==> config.mk <==
export PLATFORM = sky130hd
export DESIGN_NAME = charger_and_interrupt_regs
export DESIGN_NICKNAME = d
export VERILOG_FILES = /design/src/inc/charger_regs_pkg.sv /design/src/hdl/advert_sequencer.sv /design/src/hdl/charger_and_interrupt_regs.sv
export SDC_FILE = /design/constraint.sdc
export NUM_CORES = 1
export LEC_CHECK = 0
export ABC_AREA = 0
export BUFFER_PORTS_ARGS = -buffer_cell sky130_fd_sc_hd__buf_2
export CORE_ASPECT_RATIO = 1.25
export CORE_UTILIZATION = 30
export CTS_BUF_LIST = sky130_fd_sc_hd__clkbuf_2 sky130_fd_sc_hd__clkbuf_4 sky130_fd_sc_hd__clkbuf_8
export DETAILED_ROUTE_END_ITERATION = 10
export HOLD_SLACK_MARGIN = 0.03
export PLACE_DENSITY = 0.52
export SYNTH_ARGS = -nofsm -noshare
export SYNTH_HDL_FRONTEND = slang
export SYNTH_HIERARCHICAL = 1
export SYNTH_SLANG_ARGS = --single-unit
==> constraint.sdc <==
create_clock -name i_ref_clk -period 5.4 [get_ports i_ref_clk]
set_input_delay 0.54 -clock i_ref_clk [delete_from_list [all_inputs] [get_ports i_ref_clk]]
set_output_delay 0.54 -clock i_ref_clk [all_outputs]
set_load 0.005 [all_outputs]
==> src/inc/charger_regs_pkg.sv <==
package charger_regs_pkg;

   // Register offsets
   localparam logic [7:0] ADDR_EVENT_FLAGS_FIRST = 8'hA3;
   localparam logic [7:0] ADDR_EVENT_FLAGS_SECOND = 8'hA4;
   localparam logic [7:0] ADDR_INT_ENABLE_FIRST = 8'hB3;
   localparam logic [7:0] ADDR_INT_ENABLE_SECOND = 8'hB4;
   localparam logic [7:0] ADDR_CHARGER_CONTROL = 8'hB6;
   localparam logic [7:0] ADDR_CHARGER_STATUS = 8'hB7;

   // Reset values
   localparam logic [7:0] RESET_EVENT_FLAGS = 8'h00;
   localparam logic [7:0] RESET_INT_ENABLE = 8'h00;
   localparam logic [7:0] RESET_CHARGER_CONTROL = 8'hC0;
   localparam logic [7:0] READ_UNMAPPED = 8'h00;

   // Implemented bits of the flag and enable registers
   localparam logic [7:0] FIRST_FLAG_MASK = 8'hCC;
   localparam logic [7:0] SECOND_FLAG_MASK = 8'h2A;
   localparam logic [7:0] FIRST_ENABLE_MASK = 8'hCC;
   localparam logic [7:0] SECOND_ENABLE_MASK = 8'hEA;

   // Bit positions in the first flag register
   localparam int unsigned BIT_PIN_ONE_RISE = 7;
   localparam int unsigned BIT_PIN_ONE_FALL = 6;
   localparam int unsigned BIT_REMOTE_WAKE = 3;
   localparam int unsigned BIT_DISCONNECT = 2;

   // Bit positions in the second enable register; bits 5, 3 and 1 also in the second flag register
   localparam int unsigned BIT_INT_OVERRIDE_EN = 7;
   localparam int unsigned BIT_INT_OVERRIDE_VALUE = 6;
   localparam int unsigned BIT_CHARGER_FOUND = 5;
   localparam int unsigned BIT_ATTACH = 3;
   localparam int unsigned BIT_OVERVOLTAGE = 1;

   // Status register layout
   localparam int unsigned STATUS_KIND_LSB = 4;
   localparam int unsigned STATUS_ADVERT_LSB = 0;

   // Default charger behaviour codes
   localparam logic [1:0] BEHAVIOUR_NONE = 2'h0;
   localparam logic [1:0] BEHAVIOUR_DETECT = 2'h1;
   localparam logic [1:0] BEHAVIOUR_SHORT = 2'h2;
   localparam logic [1:0] BEHAVIOUR_AUTO = 2'h3;

   // Auto advertisement state codes
   localparam logic [2:0] ADVERT_NONE = 3'h0;
   localparam logic [2:0] ADVERT_PROFILE_THREE = 3'h5;
   localparam logic [2:0] ADVERT_LOW_VOLT = 3'h6;
   localparam logic [2:0] ADVERT_PLAIN = 3'h7;

   // Timing
   localparam longint unsigned CLK_HZ = 50_000_000;
   localparam longint unsigned LOW_VOLT_HOLD_S = 12;
   localparam longint unsigned PROFILE_HOLD_MS = 1000;
   localparam int unsigned LOW_VOLT_HOLD_CYCLES = 32'(LOW_VOLT_HOLD_S * CLK_HZ);
   localparam int unsigned PROFILE_HOLD_CYCLES = 32'(PROFILE_HOLD_MS * (CLK_HZ / 1000));

   // Charger control register, bit 7 down to bit 0
   typedef struct packed {
      logic [1:0] drive;
      logic [1:0] behaviour;
      logic bus_power_pol;
      logic low_volt_dis;
      logic pin_two_fn;
      logic found_pol;
   } charger_ctrl_t;

   // Advertisement sequencer states
   typedef enum logic [3:0] {
      ST_IDLE = 4'h1,
      ST_PROFILE = 4'h2,
      ST_LOW_VOLT = 4'h4,
      ST_PLAIN = 4'h8
   } advert_state_t;

endpackage

==> src/hdl/advert_sequencer.sv <==
`timescale 1ns/100ps
module advert_sequencer #(
   parameter int unsigned PROFILE_HOLD_CYCLES = charger_regs_pkg::PROFILE_HOLD_CYCLES,
   parameter int unsigned LOW_VOLT_HOLD_CYCLES = charger_regs_pkg::LOW_VOLT_HOLD_CYCLES
) (
   input wire logic i_ref_clk,
   input wire logic i_rst,
   input wire logic [1:0] i_behaviour,
   input wire logic i_low_volt_dis,
   output logic [2:0] o_advert_state,
   output logic o_low_volt_advert_mode
);

   charger_regs_pkg::advert_state_t state;
   charger_regs_pkg::advert_state_t next_state;
   logic [31:0] count;
   logic [1:0] behaviour_prev;
   logic [2:0] next_code;

   // Mode change restarts the sequence
   wire mode_changed = (i_behaviour != behaviour_prev);
   wire short_mode = (i_behaviour == charger_regs_pkg::BEHAVIOUR_SHORT);
   wire auto_mode = (i_behaviour == charger_regs_pkg::BEHAVIOUR_AUTO);
   wire profile_done = (count >= PROFILE_HOLD_CYCLES - 32'd1);
   wire low_volt_done = (count >= LOW_VOLT_HOLD_CYCLES - 32'd1);

   // Next state
   always_comb begin
      next_state = state;
      case (state)
         charger_regs_pkg::ST_IDLE: begin
            if (auto_mode) begin
               next_state = charger_regs_pkg::ST_PROFILE;
            end else if (short_mode) begin
               next_state = i_low_volt_dis ? charger_regs_pkg::ST_PLAIN : charger_regs_pkg::ST_LOW_VOLT;
            end
         end
         charger_regs_pkg::ST_PROFILE: begin
            if (profile_done) begin
               next_state = i_low_volt_dis ? charger_regs_pkg::ST_PLAIN : charger_regs_pkg::ST_LOW_VOLT;
            end
         end
         charger_regs_pkg::ST_LOW_VOLT: begin
            if (i_low_volt_dis) begin
               next_state = charger_regs_pkg::ST_PLAIN;
            end else if (auto_mode && low_volt_done) begin
               next_state = charger_regs_pkg::ST_PLAIN;
            end
         end
         charger_regs_pkg::ST_PLAIN: begin
            if (short_mode && !i_low_volt_dis) begin
               next_state = charger_regs_pkg::ST_LOW_VOLT;
            end
         end
         default: begin
            next_state = charger_regs_pkg::ST_IDLE;
         end
      endcase
      if (mode_changed || !(short_mode || auto_mode)) begin
         next_state = charger_regs_pkg::ST_IDLE;
      end
   end

   // Code shown for each state
   always_comb begin
      case (next_state)
         charger_regs_pkg::ST_PROFILE: next_code = charger_regs_pkg::ADVERT_PROFILE_THREE;
         charger_regs_pkg::ST_LOW_VOLT: next_code = charger_regs_pkg::ADVERT_LOW_VOLT;
         charger_regs_pkg::ST_PLAIN: next_code = charger_regs_pkg::ADVERT_PLAIN;
         default: next_code = charger_regs_pkg::ADVERT_NONE;
      endcase
   end

   // State, hold counter and registered outputs
   always_ff @(posedge i_ref_clk) begin
      if (i_rst) begin
         state <= charger_regs_pkg::ST_IDLE;
         count <= 32'h0;
         behaviour_prev <= charger_regs_pkg::BEHAVIOUR_NONE;
         o_advert_state <= charger_regs_pkg::ADVERT_NONE;
         o_low_volt_advert_mode <= 1'b0;
      end else begin
         state <= next_state;
         count <= (next_state != state) ? 32'h0 : count + 32'd1;
         behaviour_prev <= i_behaviour;
         o_advert_state <= next_code;
         o_low_volt_advert_mode <= (next_state == charger_regs_pkg::ST_LOW_VOLT);
      end
   end

endmodule

==> src/hdl/charger_and_interrupt_regs.sv <==
`timescale 1ns/100ps
module charger_and_interrupt_regs #(
   parameter int unsigned PROFILE_HOLD_CYCLES = charger_regs_pkg::PROFILE_HOLD_CYCLES,
   parameter int unsigned LOW_VOLT_HOLD_CYCLES = charger_regs_pkg::LOW_VOLT_HOLD_CYCLES
) (
   input wire logic i_ref_clk,
   input wire logic i_rst,
   input wire logic [7:0] i_reg_addr,
   input wire logic [7:0] i_reg_wdata,
   input wire logic i_reg_wr,
   input wire logic i_reg_rd,
   output logic [7:0] o_reg_rdata,
   output logic o_reg_rvalid,
   input wire logic i_general_pin_one,
   input wire logic i_remote_wake_event,
   input wire logic i_disconnect_event,
   input wire logic i_charger_found_event,
   input wire logic i_attach_event,
   input wire logic i_overvoltage_event,
   input wire logic i_charger_present,
   input wire logic [2:0] i_detected_charger_kind,
   input wire logic i_bus_power_request,
   output logic [1:0] o_serial_drive_strength,
   output logic o_detect_start,
   output logic [2:0] o_advert_state,
   output logic o_low_volt_advert_mode,
   output logic o_bus_power_ctrl,
   output logic o_charger_found_output,
   output logic o_general_pin_two
);

   charger_regs_pkg::charger_ctrl_t ctrl;
   logic [7:0] flags_first;
   logic [7:0] flags_second;
   logic [7:0] enable_first;
   logic [7:0] enable_second;
   logic pin_one_meta;
   logic pin_one_sync;
   logic pin_one_prev;
   logic [7:0] next_flags_first;
   logic [7:0] next_flags_second;

   // Write and read decode
   wire hit_flags_first = (i_reg_addr == charger_regs_pkg::ADDR_EVENT_FLAGS_FIRST);
   wire hit_flags_second = (i_reg_addr == charger_regs_pkg::ADDR_EVENT_FLAGS_SECOND);
   wire hit_enable_first = (i_reg_addr == charger_regs_pkg::ADDR_INT_ENABLE_FIRST);
   wire hit_enable_second = (i_reg_addr == charger_regs_pkg::ADDR_INT_ENABLE_SECOND);
   wire hit_control = (i_reg_addr == charger_regs_pkg::ADDR_CHARGER_CONTROL);
   wire hit_status = (i_reg_addr == charger_regs_pkg::ADDR_CHARGER_STATUS);
   wire [7:0] clear_first = (i_reg_wr && hit_flags_first) ? i_reg_wdata : 8'h00;
   wire [7:0] clear_second = (i_reg_wr && hit_flags_second) ? i_reg_wdata : 8'h00;

   // Pin one edges after the synchroniser
   wire pin_one_rise = pin_one_sync & ~pin_one_prev;
   wire pin_one_fall = ~pin_one_sync & pin_one_prev;

   // Raw events placed at their flag positions
   wire [7:0] events_first = {
      pin_one_rise,
      pin_one_fall,
      2'b00,
      i_remote_wake_event,
      i_disconnect_event,
      2'b00
   };
   wire [7:0] events_second = {
      2'b00,
      i_charger_found_event,
      1'b0,
      i_attach_event,
      1'b0,
      i_overvoltage_event,
      1'b0
   };

   // Only enabled events latch
   wire [7:0] set_first = events_first & enable_first & charger_regs_pkg::FIRST_FLAG_MASK;
   wire [7:0] set_second = events_second & enable_second & charger_regs_pkg::SECOND_FLAG_MASK;

   // Per-bit sticky flags, set wins over a clear in the same cycle
   genvar gi;
   generate
      for (gi = 0; gi < 8; gi = gi + 1) begin : g_flag
         assign next_flags_first[gi] = set_first[gi] | (flags_first[gi] & ~clear_first[gi]);
         assign next_flags_second[gi] = set_second[gi] | (flags_second[gi] & ~clear_second[gi]);
      end
   endgenerate

   // Pending interrupt and pin two source
   wire int_pending = |(flags_first & enable_first) | |(flags_second & enable_second);
   wire override_en = enable_second[charger_regs_pkg::BIT_INT_OVERRIDE_EN];
   wire override_value = enable_second[charger_regs_pkg::BIT_INT_OVERRIDE_VALUE];
   wire int_asserted = override_en ? override_value : int_pending;
   wire found_level = ctrl.found_pol ? i_charger_present : ~i_charger_present;
   wire next_pin_two = ctrl.pin_two_fn ? found_level : ~int_asserted;

   // Status register contents
   wire [7:0] status_word = {1'b0, i_detected_charger_kind, 1'b0, o_advert_state};

   // Read data selection
   wire [7:0] read_mux =
      hit_flags_first ? flags_first :
      hit_flags_second ? flags_second :
      hit_enable_first ? enable_first :
      hit_enable_second ? enable_second :
      hit_control ? ctrl :
      hit_status ? status_word :
      charger_regs_pkg::READ_UNMAPPED;

   // Detection starts on pin-one rise in detect mode
   wire next_detect_start = (ctrl.behaviour == charger_regs_pkg::BEHAVIOUR_DETECT) && pin_one_rise;

   // Two-flop synchroniser and edge history for pin one
   always_ff @(posedge i_ref_clk) begin
      if (i_rst) begin
         pin_one_meta <= 1'b0;
         pin_one_sync <= 1'b0;
         pin_one_prev <= 1'b0;
      end else begin
         pin_one_meta <= i_general_pin_one;
         pin_one_sync <= pin_one_meta;
         pin_one_prev <= pin_one_sync;
      end
   end

   // Charger control register
   always_ff @(posedge i_ref_clk) begin
      if (i_rst) begin
         ctrl <= charger_regs_pkg::RESET_CHARGER_CONTROL;
      end else if (i_reg_wr && hit_control) begin
         ctrl <= i_reg_wdata;
      end
   end

   // Interrupt enable registers
   always_ff @(posedge i_ref_clk) begin
      if (i_rst) begin
         enable_first <= charger_regs_pkg::RESET_INT_ENABLE;
         enable_second <= charger_regs_pkg::RESET_INT_ENABLE;
      end else begin
         if (i_reg_wr && hit_enable_first) begin
            enable_first <= i_reg_wdata & charger_regs_pkg::FIRST_ENABLE_MASK;
         end
         if (i_reg_wr && hit_enable_second) begin
            enable_second <= i_reg_wdata & charger_regs_pkg::SECOND_ENABLE_MASK;
         end
      end
   end

   // Sticky event flags
   always_ff @(posedge i_ref_clk) begin
      if (i_rst) begin
         flags_first <= charger_regs_pkg::RESET_EVENT_FLAGS;
         flags_second <= charger_regs_pkg::RESET_EVENT_FLAGS;
      end else begin
         flags_first <= next_flags_first;
         flags_second <= next_flags_second;
      end
   end

   // Read answer, one cycle after the strobe
   always_ff @(posedge i_ref_clk) begin
      if (i_rst) begin
         o_reg_rdata <= charger_regs_pkg::READ_UNMAPPED;
         o_reg_rvalid <= 1'b0;
      end else begin
         o_reg_rdata <= i_reg_rd ? read_mux : o_reg_rdata;
         o_reg_rvalid <= i_reg_rd;
      end
   end

   // Registered pin outputs
   always_ff @(posedge i_ref_clk) begin
      if (i_rst) begin
         o_serial_drive_strength <= charger_regs_pkg::RESET_CHARGER_CONTROL[7:6];
         o_detect_start <= 1'b0;
         o_bus_power_ctrl <= 1'b0;
         o_charger_found_output <= 1'b1;
         o_general_pin_two <= 1'b1;
      end else begin
         o_serial_drive_strength <= ctrl.drive;
         o_detect_start <= next_detect_start;
         o_bus_power_ctrl <= i_bus_power_request ^ ctrl.bus_power_pol;
         o_charger_found_output <= found_level;
         o_general_pin_two <= next_pin_two;
      end
   end

   // Default-state advertisement sequence
   advert_sequencer #(
      .PROFILE_HOLD_CYCLES(PROFILE_HOLD_CYCLES),
      .LOW_VOLT_HOLD_CYCLES(LOW_VOLT_HOLD_CYCLES)
   ) u_advert (
      .i_ref_clk(i_ref_clk),
      .i_rst(i_rst),
      .i_behaviour(ctrl.behaviour),
      .i_low_volt_dis(ctrl.low_volt_dis),
      .o_advert_state(o_advert_state),
      .o_low_volt_advert_mode(o_low_volt_advert_mode)
   );

endmodule

==> results.ini <==
[die]
ios = 50
die_y_um = 140
start_util_pct = 30.6
core-area_um2 = 14900
dieArea_um2 = 15700
rows = 50
die_x_um = 112

[global_route]
use_met1_pct = 18.6
grt_util_met2_pct = 28.1
met3_usage_pct = 2.40
grt_max_degree = 43
antenna_found_initial = 0
grt-busiest-layer = met2
grt_first_pass_wirelength_um = 19800
grt_usage_pct = 16.1
overflow = 0
grt_pass1_vias = 3897

[clock_tree]
cts.sinks = 93
clk_pin_slew_ns = 0.11
cts-resized-gates = 0
clk_latency_ns = 0.38
post_cts_buffers = 0
cts_max_level = 3
cts_tree = yes
root_buffer = clkbuf_8
cts_buffers = 9
hold_buffers = 0
cts.path.max_buffers = 2

[synthesis]
yosys-top-cells-area = dfxtp_1 (41%), nor2_1 (4.6%), mux2i_1 (4.2%)
syn-num-nets = 548
synth-main-ff-cell = dfxtp_1
synth-seq-cells = 93
yosysTopAreaCell = dfxtp_1
synth_area_per_cell_um2 = 8.84
synth_seq_area_share_pct = 40.8
ys_types = 75
synth_edf_count = 0
synthArstFlopShare_pct = 0
yosysTopAreaCellShare_pct = 40.8
syn-instance-count = 516
ys_warn_count = 6
synthesis.area_um2 = 4560

[routing]
ant_nets = 0
drt_wl_total_um = 12000
via_per_inst = 5.26
drtIter0Drc = 256
vias = 3879
first_pass_iters = 7
avgRoutedWirePerCell_um = 16.3
drc = 8

[setup_path]
required_ns = 5.61
crit_arrival_ns = 3.04
cp_slowest_stage_delay_ns = 0.79
startpoint_type = flop
path_class = reg2reg
slowest_stage = nand2b_1
reg2reg_depth = 7
end_kind = flop
cp_max_fo = 31
crit_path_cell_trace = ha_1, and3_1, a211oi_1, or4_4, a31o_2, nand2b_1, nor3_1

[power_and_ir_drop]
seqPwrFrac_pct = 57.2
cellLeakagePower_uw = 0.00193
switchingPower_uw = 314
p_sw_share_pct = 25.9
clkPwrFrac_pct = 37.5
intPower_uw = 899
p_total_uw = 1210
power.density_nw_per_um2 = 240
combPwrFrac_pct = 5.4
vdd_ir_drop_max_v = 0.000103

[timing]
hold_viol_final = 0
slew_viol_final = 0
final-setup-viol-count = 0
post-route-period-util_pct = 52.4
min_period_ns = 2.83
finClkSkew_ns = 0.0174
finalSetupTns_ns = 0
worst-slew-pin-transition_ns = 1.13
max_freq_ghz = 0.353
rsz0062_at_grt = false
slew_headroom_pct = 24.8

[outcome]
violations = design-rule violations
outcome = finished, violations left

[cells_and_area]
drive_gt1_share_pct = 16.0
areaGrowthSynthToFinish_pct = 10.6
fin_nets = 582
multi_input_area_um2 = 2470
antennaDiodeCount = 0
n_fill_cell = 1599
fin_util_pct = 33.9
final-seq-area_um2 = 1860

[placed_design]
io_buffers = 49
gp_congestion = 0.838
post-dp-hpwl_um = 8810

[worst_hold_path]
worst_hold_path.num_cells = 2
hp-class = in2reg

[run]
max_cap_viol_count = 0

[layout by cell type (no fill, tap or decap), types with 16 or more instances in the layout]
cell type	instances
dfxtp_1	93
nor2_1	56
buf_2	49
nand2_1	46
nor3_1	34
nand3_1	22
xnor2_1	20
mux2i_1	19
a21oi_1	18
xor2_1	16
[registers in the layout, summed over array words and instances, names as in the netlist]
signal	flops
u_advert/behaviour_prev	2
o_charger_found_output	1
u_advert/o_advert_state	3
o_reg_rvalid	1
pin_one_meta	1
u_advert/count	32
pin_one_sync	1
o_detect_start	1
enable_first	4
u_advert/state	4
flags_second	8
o_general_pin_two	1
enable_second	5
o_serial_drive_strength	2
o_reg_rdata	8
flags_first	8
o_bus_power_ctrl	1
ctrl	8
u_advert/o_low_volt_advert_mode	1
pin_one_prev	1
[cell type report]
class,instances,area share [%]
Tap cell,182,4.51
Clock inverter,6,1.02
Timing Repair Buffer,50,5.01
Sequential cell,93,36.9
Multi-Input combinational cell,385,49.0
Clock buffer,10,2.73
Inverter,11,0.818
[kinds of logic (layout without fill, tap and decap cells)]
kind of cell | Yosys count | count (layout) | share of synthesized area [%]
compound gates | 81 | 81 | 13.3
xor+xnor | 36 | 36 | 6.91
fa+ha+maj | 1 | 1 | 0.274
buf+inv | 38 | 77 | 4.94
flops | 93 | 93 | 40.8
mux | 19 | 19 | 4.17
simple gates | 248 | 248 | 29.6
[cell usage after synthesis (all sizes together), types with 5 or more instances]
library cell and count:
dfxtp 93, nor2 56, nand2 46, nor3 34
nand3 22, xnor2 20, mux2i 19, a21oi 18
xor2 16, buf 15, nand4 13, inv 11
and3 10, clkbuf 10, nand2b 9, nor4 9
a22oi 8, nor2b 8, and4 7, a211oi 6
o21ai 6, o32ai 6, or2 5
[metal layers]
| metal | part of all wire [%] | wire (um) |
|---|---|---|
| met5 | 0 | 0 |
| met4 | 3.1 | 378 |
| met3 | 3.8 | 455 |
| met2 | 49 | 5910 |
| met1 | 44 | 5290 |
[critical path: cells and delay by family, from the launching register on]
| family | cells | cell delay (ns) |
|---|---|---|
| flip-flops | 1 | 0.38 |
| AO/OA/AOI/OAI | 2 | 0.37 |
| adder cells (fa/ha/maj) | 1 | 0.21 |
| AND/OR/NAND/NOR | 4 | 1.71 |
[worst paths after layout]
kind	from	to	slack, ns
hold / removal	i_general_pin_one	pin_one_meta	0.36
setup / recovery	u_advert/count[0]	u_advert/count[4]	2.57
hold reg to reg	flags_second[7]	flags_second[7]	0.44
setup reg to reg	u_advert/count[0]	u_advert/count[4]	2.57
[power groups by stage]
| stage | logic (uW) | registers (uW) | clock network [uW] |
|---|---|---|---|
| detailed placement | 65.6 | 709 | 0 |
| global placement | 64.7 | 709 | 0 |
| floorplan | 36.8 | 709 | 0 |
| global route | 71.8 | 694 | 499 |
| CTS | 65.8 | 693 | 475 |
| finish | 64.9 | 693 | 455 |
[metrics by stage]
stage	instance area, um^2	hold WS (ns)	cells	setup WS, ns
floorplan	4560	0.407	516	3.08
global placement	4860	0.421	721	2.62
detailed placement	4860	0.424	721	2.52
CTS	5050	0.335	737	2.50
global route	5050	0.351	737	2.24
finish	5050	0.363	737	2.57
(Power assumes the default switching activity.)
